File: src/shared/mec_defs.vh
// Register offsets, field positions, reset values and timing scales of the motion-event register bank.
// Assumes an 8-bit register port and one sample strobe per output sample.
`ifndef MEC_DEFS_VH
`define MEC_DEFS_VH
`define MEC_ADDR_TAP_Y        8'h31
`define MEC_ADDR_TAP_Z        8'h32
`define MEC_ADDR_TAP_TIME     8'h33
`define MEC_ADDR_WAKE_THS     8'h34
`define MEC_ADDR_WAKE_TIME     8'h35
`define MEC_ADDR_FALL         8'h36
`define MEC_ADDR_EVENT_STATUS_MIRROR   8'h37
`define MEC_ADDR_WAKE_SRC     8'h38
`define MEC_ADDR_KNOCK_EVENT_SOURCE      8'h39
`define MEC_ADDR_ORIENT_SRC   8'h3a
`define MEC_RST_CFG           8'h00
`define MEC_POS_ORDER         5
`define MEC_POS_XEN           7
`define MEC_POS_YEN           6
`define MEC_POS_ZEN           5
`define MEC_POS_WINDOW        4
`define MEC_POS_QUIET         2
`define MEC_POS_PULSE         0
`define MEC_POS_TAPMODE       7
`define MEC_POS_SLEEPON       6
`define MEC_POS_FALLT5        7
`define MEC_POS_WAKET         5
`define MEC_POS_STATION       4
`define MEC_POS_FALLT         3
`define MEC_WINDOW_STEP       16'h0020
`define MEC_WINDOW_ZERO       16'h0010
`define MEC_QUIET_STEP        16'h0004
`define MEC_QUIET_ZERO        16'h0002
`define MEC_PULSE_STEP        16'h0008
`define MEC_PULSE_ZERO        16'h0004
`define MEC_SLEEP_STEP        16'h0200
`define MEC_SLEEP_ZERO        16'h0010
`endif

File: src/rtl/mec_time_decode.v
// Converts the coded time fields into sample-period counts.
// Assumes the fields come straight from the configuration registers.
`timescale 1ns/1ps
`include "mec_defs.vh"
module mec_time_decode (
   // Coded fields
   input  wire [3:0]  window_code_in,
   input  wire [1:0]  quiet_code_in,
   input  wire [1:0]  pulse_code_in,
   input  wire [3:0]  sleep_code_in,
   // Counts in sample periods
   output wire [15:0] window_len_out,
   output wire [15:0] quiet_len_out,
   output wire [15:0] pulse_len_out,
   output wire [15:0] sleep_len_out
);
   assign window_len_out = (window_code_in == 4'h0) ? `MEC_WINDOW_ZERO :
                           ({12'h000, window_code_in} * `MEC_WINDOW_STEP); // [RULE_04]
   assign quiet_len_out  = (quiet_code_in == 2'h0) ? `MEC_QUIET_ZERO :
                           ({14'h0000, quiet_code_in} * `MEC_QUIET_STEP); // [RULE_05]
   assign pulse_len_out  = (pulse_code_in == 2'h0) ? `MEC_PULSE_ZERO :
                           ({14'h0000, pulse_code_in} * `MEC_PULSE_STEP); // [RULE_06]
   assign sleep_len_out  = (sleep_code_in == 4'h0) ? `MEC_SLEEP_ZERO :
                           ({12'h000, sleep_code_in} * `MEC_SLEEP_STEP); // [RULE_12]
endmodule // mec_time_decode

File: src/rtl/mec_motion_regs.v
// Configuration and status register bank of the embedded motion-event engine.
// Assumes a simple byte register port from the serial interface and event pulses from the detectors.
`timescale 1ns/1ps
`include "mec_defs.vh"
// What this block does
// [RULE_01] Three-bit order code fixes tap axis priority, all eight codes decoded.
// [RULE_02] Each axis has a five-bit tap threshold a sample must exceed; here the X threshold is held at zero.
// [RULE_03] Per-axis enable bits include or exclude an axis from tap detection.
// [RULE_04] Double-tap window is code times 32 samples, code zero meaning 16.
// [RULE_05] Quiet time is code times 4 samples, code zero meaning 2.
// [RULE_06] Pulse length cap is code times 8 samples, code zero meaning 4.
// [RULE_07] Tap-mode bit allows double taps when set; resets to 0.
// [RULE_08] Inactivity-enable bit turns sleep detection on; resets to 0.
// [RULE_09] Wake threshold is six bits unsigned, 1/64 of scale, resets zero.
// [RULE_10] Two-bit wake duration counts in whole sample periods.
// [RULE_11] Stationary bit, reset 0, enables detection without rate change.
// [RULE_12] Sleep entry delay is code times 512 samples, code zero meaning 16.
// [RULE_13] Fall duration is six bits: top from wake register, low five from fall.
// [RULE_14] Fall threshold codes map to 5,7,8,10,11,13,15,16 LSB.
// [RULE_15] Overrun flag set only when FIFO full and a sample was overwritten.
// [RULE_16] Temperature-ready flag reads 1 when a new temperature result exists.
// [RULE_17] Acceleration-ready flag reads 1 only when all three axes are new.
// [RULE_18] Status mirror shows sleep, double, single, orientation and fall flags.
// [RULE_19] Wake source shows fall, sleep, wake and per-axis wake causes.
// [RULE_20] Tap source shows any, single, double tap and the sign bit.
// [RULE_21] Tap source shows which axis produced the tap.
// [RULE_22] Orientation source shows change flag and Z and Y high and low bits.
// [RULE_23] Orientation source also holds X high and X low bits.
// [RULE_24] Event capture and duration counters advance once per output sample.
module mec_motion_regs (
   // Clock and reset
   input  wire        ref_clk_in,
   input  wire        sys_rst_in,
   input  wire        clk_en_in,
   // Register port
   input  wire [7:0]  reg_addr_in,
   input  wire        reg_wr_in,
   input  wire        reg_rd_in,
   input  wire [7:0]  reg_wdata_in,
   output reg  [7:0]  reg_rdata_out,
   output reg         reg_rvalid_out,
   // Sample strobe and source flags
   input  wire        sample_tick_in,
   input  wire        fifo_full_in,
   input  wire        fifo_overwrite_in,
   input  wire        temp_done_in,
   input  wire [2:0]  axis_new_in,
   input  wire        inactivity_event_in,
   input  wire        single_knock_in,
   input  wire        double_knock_in,
   input  wire        orientation_change_event_in,
   input  wire        fall_event_in,
   input  wire        wake_event_in,
   input  wire [2:0]  wake_axis_in,
   input  wire        knock_sign_in,
   input  wire [2:0]  knock_axis_in,
   input  wire [5:0]  orient_over_in,
   // Decoded configuration to the detectors
   output reg  [8:0]  knock_order_out,
   output reg  [14:0] knock_level_out,
   output reg  [2:0]  knock_axis_en_out,
   output reg  [15:0] double_knock_window_out,
   output reg  [15:0] quiet_len_out,
   output reg  [15:0] pulse_len_out,
   output reg         double_knock_en_out,
   output reg         inactivity_en_out,
   output reg  [5:0]  wake_level_out,
   output reg  [1:0]  wake_time_out,
   output reg         stationary_en_out,
   output reg  [15:0] inactivity_entry_len_out,
   output reg  [5:0]  fall_time_out,
   output reg  [4:0]  fall_level_out,
   // Duration counter
   output reg  [15:0] sample_count_out
);
   // ----------------------------------------------------------------
   // Configuration registers
   // ----------------------------------------------------------------
   reg  [7:0]  tap_y_q;
   reg  [7:0]  tap_z_q;
   reg  [7:0]  tap_time_q;
   reg  [7:0]  wake_ths_q;
   reg  [7:0]  wake_time_q;
   reg  [7:0]  fall_q;
   reg  [7:0]  tap_x_lvl_q;
   wire        wr_en;
   wire        rd_en;
   wire        tick;
   wire [15:0] window_len;
   wire [15:0] quiet_len;
   wire [15:0] pulse_len;
   wire [15:0] sleep_len;

   assign wr_en = clk_en_in & reg_wr_in;
   assign rd_en = clk_en_in & reg_rd_in;
   assign tick  = clk_en_in & sample_tick_in;

   // The X threshold sits outside this bank, so it is held at zero here.
   always @(posedge ref_clk_in) begin
      if (sys_rst_in) begin
         tap_y_q     <= `MEC_RST_CFG;
         tap_z_q     <= `MEC_RST_CFG;
         tap_time_q  <= `MEC_RST_CFG;
         wake_ths_q  <= `MEC_RST_CFG;
         wake_time_q  <= `MEC_RST_CFG;
         fall_q      <= `MEC_RST_CFG;
         tap_x_lvl_q <= `MEC_RST_CFG;
      end else if (wr_en) begin
         case (reg_addr_in)
            `MEC_ADDR_TAP_Y:    tap_y_q    <= reg_wdata_in;
            `MEC_ADDR_TAP_Z:    tap_z_q    <= reg_wdata_in;
            `MEC_ADDR_TAP_TIME: tap_time_q <= reg_wdata_in;
            `MEC_ADDR_WAKE_THS: wake_ths_q <= reg_wdata_in; // [RULE_09]
            `MEC_ADDR_WAKE_TIME: wake_time_q <= reg_wdata_in;
            `MEC_ADDR_FALL:     fall_q     <= reg_wdata_in;
            default:            tap_x_lvl_q <= tap_x_lvl_q;
         endcase
      end
   end

   mec_time_decode u_time (
      .window_code_in (tap_time_q[`MEC_POS_WINDOW +: 4]),
      .quiet_code_in  (tap_time_q[`MEC_POS_QUIET +: 2]),
      .pulse_code_in  (tap_time_q[`MEC_POS_PULSE +: 2]),
      .sleep_code_in  (wake_time_q[3:0]),
      .window_len_out (window_len),
      .quiet_len_out  (quiet_len),
      .pulse_len_out  (pulse_len),
      .sleep_len_out  (sleep_len)
   );

   // ----------------------------------------------------------------
   // Decoders
   // ----------------------------------------------------------------
   // Order is packed max, mid, min; each axis code is 0 X, 1 Y, 2 Z.
   function [8:0] order_decode;
      input [2:0] code;
      begin
         case (code)
            3'h0:    order_decode = {3'h0, 3'h1, 3'h2};
            3'h1:    order_decode = {3'h1, 3'h0, 3'h2};
            3'h2:    order_decode = {3'h0, 3'h2, 3'h1};
            3'h3:    order_decode = {3'h2, 3'h1, 3'h0};
            3'h4:    order_decode = {3'h0, 3'h1, 3'h2};
            3'h5:    order_decode = {3'h1, 3'h2, 3'h0};
            3'h6:    order_decode = {3'h2, 3'h0, 3'h1};
            default: order_decode = {3'h2, 3'h1, 3'h0};
         endcase
      end
   endfunction

   function [4:0] fall_decode;
      input [2:0] code;
      begin
         case (code)
            3'h0:    fall_decode = 5'h05;
            3'h1:    fall_decode = 5'h07;
            3'h2:    fall_decode = 5'h08;
            3'h3:    fall_decode = 5'h0a;
            3'h4:    fall_decode = 5'h0b;
            3'h5:    fall_decode = 5'h0d;
            3'h6:    fall_decode = 5'h0f;
            default: fall_decode = 5'h10;
         endcase
      end
   endfunction

   // Registered so every detector sees a glitch-free copy of its setting.
   always @(posedge ref_clk_in) begin
      if (sys_rst_in) begin
         knock_order_out          <= 9'h00a;
         knock_level_out          <= 15'h0000;
         knock_axis_en_out        <= 3'h0;
         double_knock_window_out  <= `MEC_WINDOW_ZERO;
         quiet_len_out            <= `MEC_QUIET_ZERO;
         pulse_len_out            <= `MEC_PULSE_ZERO;
         double_knock_en_out      <= 1'b0;
         inactivity_en_out        <= 1'b0;
         wake_level_out           <= 6'h00;
         wake_time_out            <= 2'h0;
         stationary_en_out        <= 1'b0;
         inactivity_entry_len_out <= `MEC_SLEEP_ZERO;
         fall_time_out            <= 6'h00;
         fall_level_out           <= 5'h05;
      end else if (clk_en_in) begin
         knock_order_out          <= order_decode(tap_y_q[`MEC_POS_ORDER +: 3]); // [RULE_01]
         knock_level_out          <= {tap_z_q[4:0], tap_y_q[4:0], tap_x_lvl_q[4:0]}; // [RULE_02]
         knock_axis_en_out        <= {tap_z_q[`MEC_POS_ZEN], tap_z_q[`MEC_POS_YEN],
                                      tap_z_q[`MEC_POS_XEN]}; // [RULE_03]
         double_knock_window_out  <= window_len; // [RULE_04]
         quiet_len_out            <= quiet_len; // [RULE_05]
         pulse_len_out            <= pulse_len; // [RULE_06]
         double_knock_en_out      <= wake_ths_q[`MEC_POS_TAPMODE]; // [RULE_07]
         inactivity_en_out        <= wake_ths_q[`MEC_POS_SLEEPON]; // [RULE_08]
         wake_level_out           <= wake_ths_q[5:0]; // [RULE_09]
         wake_time_out            <= wake_time_q[`MEC_POS_WAKET +: 2]; // [RULE_10]
         stationary_en_out        <= wake_time_q[`MEC_POS_STATION]; // [RULE_11]
         inactivity_entry_len_out <= sleep_len; // [RULE_12]
         fall_time_out            <= {wake_time_q[`MEC_POS_FALLT5], fall_q[`MEC_POS_FALLT +: 5]}; // [RULE_13]
         fall_level_out           <= fall_decode(fall_q[2:0]); // [RULE_14]
      end
   end

   // ----------------------------------------------------------------
   // Status capture, once per sample
   // ----------------------------------------------------------------
   // Flags show the detector state of the last sample; clearing on read is done elsewhere.
   reg  [7:0]  status_q;
   reg  [5:0]  wake_src_q;
   reg  [6:0]  knock_event_source_q;
   reg  [6:0]  orient_q;
   reg         temp_pend_q;
   reg  [2:0]  axis_pend_q;
   wire [2:0]  axis_all;

   assign axis_all = axis_pend_q | axis_new_in;

   always @(posedge ref_clk_in) begin
      if (sys_rst_in) begin
         status_q         <= 8'h00;
         wake_src_q       <= 6'h00;
         knock_event_source_q        <= 7'h00;
         orient_q         <= 7'h00;
         temp_pend_q      <= 1'b0;
         axis_pend_q      <= 3'h0;
         sample_count_out <= 16'h0000;
      end else if (clk_en_in) begin
         // Arrivals between ticks are held so a ready edge is never missed.
         temp_pend_q <= tick ? 1'b0 : (temp_pend_q | temp_done_in);
         axis_pend_q <= tick ? 3'h0 : axis_all;
         if (tick) begin
            sample_count_out <= sample_count_out + 16'h0001; // [RULE_24]
            status_q[7] <= fifo_full_in & fifo_overwrite_in; // [RULE_15]
            status_q[6] <= temp_pend_q | temp_done_in; // [RULE_16]
            status_q[5] <= inactivity_event_in; // [RULE_18]
            status_q[4] <= double_knock_in; // [RULE_18]
            status_q[3] <= single_knock_in; // [RULE_18]
            status_q[2] <= orientation_change_event_in; // [RULE_18]
            status_q[1] <= fall_event_in; // [RULE_18]
            status_q[0] <= &axis_all; // [RULE_17]
            wake_src_q  <= {fall_event_in, inactivity_event_in, wake_event_in, wake_axis_in}; // [RULE_19]
            knock_event_source_q   <= {single_knock_in | double_knock_in, single_knock_in, double_knock_in,
                            knock_sign_in, knock_axis_in}; // [RULE_20] [RULE_21]
            orient_q    <= {orientation_change_event_in, orient_over_in}; // [RULE_22] [RULE_23]
         end
      end
   end

   // ----------------------------------------------------------------
   // Read port
   // ----------------------------------------------------------------
   // Unmapped addresses read as zero; reads have no side effects here.
   always @(posedge ref_clk_in) begin
      if (sys_rst_in) begin
         reg_rdata_out  <= 8'h00;
         reg_rvalid_out <= 1'b0;
      end else if (clk_en_in) begin
         reg_rvalid_out <= rd_en;
         if (rd_en) begin
            case (reg_addr_in)
               `MEC_ADDR_TAP_Y:      reg_rdata_out <= tap_y_q;
               `MEC_ADDR_TAP_Z:      reg_rdata_out <= tap_z_q;
               `MEC_ADDR_TAP_TIME:   reg_rdata_out <= tap_time_q;
               `MEC_ADDR_WAKE_THS:   reg_rdata_out <= wake_ths_q;
               `MEC_ADDR_WAKE_TIME:   reg_rdata_out <= wake_time_q;
               `MEC_ADDR_FALL:       reg_rdata_out <= fall_q;
               `MEC_ADDR_EVENT_STATUS_MIRROR: reg_rdata_out <= status_q; // [RULE_18]
               `MEC_ADDR_WAKE_SRC:   reg_rdata_out <= {2'h0, wake_src_q}; // [RULE_19]
               `MEC_ADDR_KNOCK_EVENT_SOURCE:    reg_rdata_out <= {1'b0, knock_event_source_q}; // [RULE_20]
               `MEC_ADDR_ORIENT_SRC: reg_rdata_out <= {1'b0, orient_q}; // [RULE_22]
               default:              reg_rdata_out <= 8'h00;
            endcase
         end
      end
   end
endmodule // mec_motion_regs

File: config.mk
export PLATFORM = sky130hd
export DESIGN_NAME = mec_motion_regs
export DESIGN_NICKNAME = d
export VERILOG_FILES = /design/src/rtl/mec_time_decode.v /design/src/rtl/mec_motion_regs.v
export VERILOG_INCLUDE_DIRS = /design/src /design/src/shared
export SDC_FILE = /design/constraint.sdc
export NUM_CORES = 1
export LEC_CHECK = 0
export ABC_AREA = 1
export BUFFER_PORTS_ARGS = -buffer_cell sky130_fd_sc_hd__buf_2
export CAP_MARGIN = 10
export CORE_UTILIZATION = 53
export CTS_BUF_LIST = sky130_fd_sc_hd__clkbuf_4 sky130_fd_sc_hd__clkbuf_8 sky130_fd_sc_hd__clkbuf_16
export DETAILED_ROUTE_END_ITERATION = 8
export GPL_TIMING_DRIVEN = 0
export PLACE_DENSITY_LB_ADDON = 0.08
export SLEW_MARGIN = 20
export SYNTH_ARGS = -nofsm -noshare
export SYNTH_HDL_FRONTEND = slang
export SYNTH_SLANG_ARGS = --single-unit
File: constraint.sdc
create_clock -name ref_clk_in -period 2 [get_ports ref_clk_in]
set_input_delay 0.5 -clock ref_clk_in [delete_from_list [all_inputs] [get_ports ref_clk_in]]
set_output_delay 0.5 -clock ref_clk_in [all_outputs]
set_load 0.02 [all_outputs]
# Yosys cells after proc, flatten, opt, wreduce, memory -nomap -nowiden
# Index checks and enable logic that the tools add are counted.
# totals
reg_bits,213
latchBits,0
mem_bits_rw,0
romBits,0
out_inout_bits,138
word_cells,83
mem_count,0
# classes
addsub,1
mul,0
n_div,0
order_cmp,0
n_eq_ne,21
shifts,0
mux,9
bitwise_logic,7
n_reduce_logical,16
# ops
cell,count
$eq 8x6->1 const B,10
$pmux 8 s10,1
$pmux 8 s5,1
$pmux 5 s7,1
$eq 3x3->1 const B,6
$add 16x1->16 const B,1
$reduce_and 2->1,8
$mux 13,1
$eq 3x2->1 const B,3
$mux 9,1
$logic_not 4->1,2
$eq 3x1->1 const B,2
$logic_not 3->1,2
$mux 5,1
$and 1x1->1,4
$logic_not 2->1,2
$mux 4,1
$mux 3,1
$or 3x3->3,1
$reduce_and 3->1,1
$or 1x1->1,2
$reduce_or 2->1,1
$mux 1,1

# Longest topological paths before layout
# depth
word_depth,3
ltp_mapped,11

# Modules after synthesis
# From an unflattened synthesis, not the netlist that was laid out.
# hier_totals
cells_unflattened,1154
area_unflattened_um2,8625.8
# by_module_without_submodules
module,n_inst,cells_each,area_each_um2,seq_area_each_um2
mec_motion_regs,1,1077,8156.6,4103.9
mec_time_decode,1,77,469.2,0.0

# Least setup slack after synthesis
# Ideal clock, no wire load.
# synth_timing
path_kind,register -> register
startpoint,register sample_count_out[0]
endpoint,register sample_count_out[10]
arrival_time_ns,1.450
slack_ns,0.436
path_stages_with_launch,10
n_path_buf,0
cell_sequence,dfxtp_1 ha_1 inv_1 nor2_2 nand2_1 nor2_2 nand3_2 nor2_1 nor2_1 o21a_1
# synth_between
elab_chain_len,1
# synth_lines
element,line,text
"start, declared",mec_motion_regs.v:74,output reg [15:0] sample_count_out
"start signal, assigned",mec_motion_regs.v:232,sample_count_out <= sample_count_out + 16'h0001;
$add 16x1->16,mec_motion_regs.v:232,
# No other way between the ends.
# A chain may end at the register's enable or synchronous reset.

# Final worst setup path
# Ends and elaborated chain as after synthesis.

==> results.py <==
metrics = {
    "global_routing": {
        "grt-busiest-layer": "met2",
        "grt_antenna_before_repair": 0,
        "grt_usage_pct": 30.5,
        "grt-ovfl-total": 0,
        "grt_pass1_vias": 5998,
        "gr-usage-met2_pct": 49.3,
        "grt_pass1_wl_um": 30500,
        "grt_use_met1_pct": 39.4,
        "grt_max_degree": 17,
        "use_met3_pct": 6.12,
    },
    "clocking": {
        "clock-sinks": 157,
        "cts_tree": "done",
        "post-cts-setup-buffers": 0,
        "path_clk_slew_ns": 0.06,
        "ctsHoldBuffers": 0,
        "htreeDepth": 4,
        "ctsRootBufferMaster": "clkbuf_16",
        "clk_latency_ns": 0.43,
        "clockBufferDepth": 2,
        "numCtsBuffers": 17,
        "cts_resized": 0,
    },
    "sta": {
        "fin_crit_sh_pct": 84.8,
        "fmax_mhz": 590,
        "timing.hold.ws_ns": 0.264,
        "finClkSkew_ns": 0.00736,
        "setup_viol": 0,
        "final_hold_viol_count": 0,
        "worst_pin_slew_ns": 0.545,
        "fin_crit_ns": 1.70,
        "rsz0062_at_grt": "no",
        "finalMaxSlewViolations": 0,
        "slew-limit-headroom_pct": 63.6,
    },
    "floorplanning": {
        "io_pins": 185,
        "coreArea_mm2": 0.0126,
        "die-area_mm2": 0.0133,
        "initial_core_util_pct": 54.3,
        "die_w_um": 115,
        "row_count": 41,
        "die_h_um": 115,
    },
    "hold_path": {
        "hp-class": "in2reg",
    },
    "critical_path": {
        "cp-start-kind": "flip-flop",
        "cp_max_fo": 6,
        "crit_type": "reg2reg",
        "worstPathArrival_ns": 2.02,
        "endpoint_kind": "flip-flop",
        "cp.required_ns": 2.32,
    },
    "placement": {
        "dpl.cell_count": 1260,
        "port_buffers": 128,
        "place_congestion": 0.954,
        "dp_hpwl_um": 14700,
    },
    "logic_synthesis": {
        "synthCells": 905,
        "synth.avg_cell_area_um2": 7.54,
        "synth-seq-cells": 157,
        "synthDistinctLibCells": 33,
        "yosysSeqAreaShare_pct": 46.1,
        "netlist_area_mm2": 0.00682,
        "synth_warnings": 0,
    },
    "routing": {
        "routed_wl_um": 19700,
        "first_iter_violations": 615,
        "vias": 6605,
        "firstDrtPassIters": 7,
        "wl_per_cell_um": 15.2,
        "viasPerCell": 5.12,
        "drt.antenna.violating_nets": 0,
        "drc": 0,
    },
    "layout": {
        "nFillCells": 1162,
        "instances_no_fill": 1290,
        "drive_above_1_share_pct": 23.3,
        "layout_common_cells": "dfxtp_1, buf_2, nand2_1",
        "n_antenna_cell": 0,
        "area_growth_pct": 23.9,
        "layout.nets": 1155,
        "layout_commonest_cell": "dfxtp_1",
    },
    "job": {
        "drv_cap": 0,
    },
    "power_and_ir_drop": {
        "power_density_mw_per_mm2": 842,
        "p_leak_nw": 3.92,
        "ir_worst_vdd_uv": 736,
        "total_power_w": 0.00712,
    },
    "outcome": {
        "status": "complete, no violations",
    },
}
-- flip-flops by register name, summed over array words and instances, names as in the netlist, 4 cells and up --
signal / cells
wake_src_q: 4
knock_level_out: 10
wake_level_out: 6
fall_time_out: 6
wake_ths_q: 8
status_q: 8
tap_time_q: 8
double_knock_window_out: 5
tap_y_q: 8
fall_q: 8
knock_order_out: 6
reg_rdata_out: 8
inactivity_entry_len_out: 5
wake_time_q: 8
fall_level_out: 5
orient_q: 6
tap_z_q: 8
sample_count_out: 16
knock_event_source_q: 5
-- path summary, 6_finish.rpt --
| path | from | end | slack [ns] | depth (start not counted) |
|---|---|---|---|---|
| worst max-delay path | sample_count_out[0] | sample_count_out[10] | 0.30 | 9 |
| worst min-delay path | wake_event_in | wake_src_q[3] | 0.26 | 3 |
| worst max register to register | sample_count_out[0] | sample_count_out[10] | 0.30 | 9 |
| worst min register to register | fall_level_out[2] | fall_level_out[2] | 0.45 | 2 |
-- Yosys cell counts --
cell type | instances | area [um2]
o21a_1 | 3 | 22.5
nand4_1 | 6 | 37.5
a21oi_1 | 124 | 621
xor2_1 | 1 | 8.76
clkbuf_1 | 26 | 97.6
nand3_2 | 3 | 30.0
nand3_1 | 105 | 526
buf_6 | 2 | 22.5
nand4_2 | 2 | 25.0
nor2_1 | 46 | 173
o21ba_2 | 1 | 10.0
buf_1 | 4 | 15.0
nor3_1 | 1 | 5.00
nand2_1 | 127 | 477
nor2_2 | 7 | 43.8
o21ai_1 | 15 | 75.1
dfxtp_1 | 157 | 3140
inv_1 | 77 | 289
o211ai_1 | 1 | 7.51
nand3b_1 | 1 | 7.51
a31oi_1 | 2 | 12.5
a211oi_1 | 1 | 7.51
xnor2_1 | 1 | 8.76
conb_1 | 1 | 3.75
o31ai_1 | 2 | 15.0
ha_1 | 1 | 12.5
clkinv_1 | 1 | 3.75
nand2_2 | 4 | 25.0
inv_2 | 6 | 22.5
buf_2 | 12 | 60.1
buf_4 | 59 | 443
nor2_4 | 7 | 78.8
o21ai_0 | 99 | 495
-- layer usage --
layer  wire length [um]  part of all wire (%)
met1               8590                    44
met2               9000                    46
met3               1380                   7.0
met4                687                   3.5
met5                  0                     0
-- metrics by stage --
step | TNS [ns] | instance area [um2] | util [%] | setup slack, ns
global route | 0 | 8450 | 67.2 | 0.156
CTS | 0 | 8450 | 67.2 | 0.309
detailed placement | -0.610 | 7890 | 62.7 | -0.0472
global placement | -0.524 | 7890 | 62.7 | -0.0377
finish | 0 | 8450 | 67.2 | 0.305
floorplan | 0 | 7030 | - | 0.436
-- cells by family (layout without fill, tap and decap cells) --
| family | Yosys count | in the layout | synth area share, % |
|---|---|---|---|
| AOI/OAI and AO/OA | 248 | 248 | 18.6 |
| and+or+nand+nor | 309 | 309 | 20.9 |
| DFF | 157 | 157 | 46.1 |
| other | 1 | 56 | 0.0550 |
| adders and majority gates | 1 | 1 | 0.183 |
| xor gates and xnor gates | 2 | 2 | 0.257 |
| buffers and inverters | 187 | 345 | 14.0 |
-- cell type report --
| type | instances | area [um2] | share of cell area, % |
|---|---|---|---|
| tap | 172 | 215 | 2.55 |
| buffer | 103 | 638 | 7.55 |
| clock inverter | 11 | 119 | 1.41 |
| multi-input combinational | 616 | 2930 | 34.7 |
| inverter | 84 | 315 | 3.73 |
| timing repair buffer | 128 | 641 | 7.58 |
| clock buffer | 19 | 447 | 5.28 |
| sequential | 157 | 3140 | 37.2 |
-- report_power, final --
part | total [W] | switching, W | internal (W)
clock | 0.00313 | 0.00127 | 0.00187
sequential | 0.00327 | 0.0000492 | 0.00322
combinational | 0.000719 | 0.000482 | 0.000237
total | 0.00712 | 0.00180 | 0.00532
-- critical path, cell delays in order, from the launching register on --
cell and delay, ns:
dfxtp_1 0.41, ha_1 0.18, inv_1 0.05, nor2_2 0.14
nand2_1 0.11, nor2_2 0.18, nand3_2 0.16, nor2_1 0.19
nor2_1 0.06, o21a_1 0.12
Note: power is estimated with default switching activity, not from simulation.
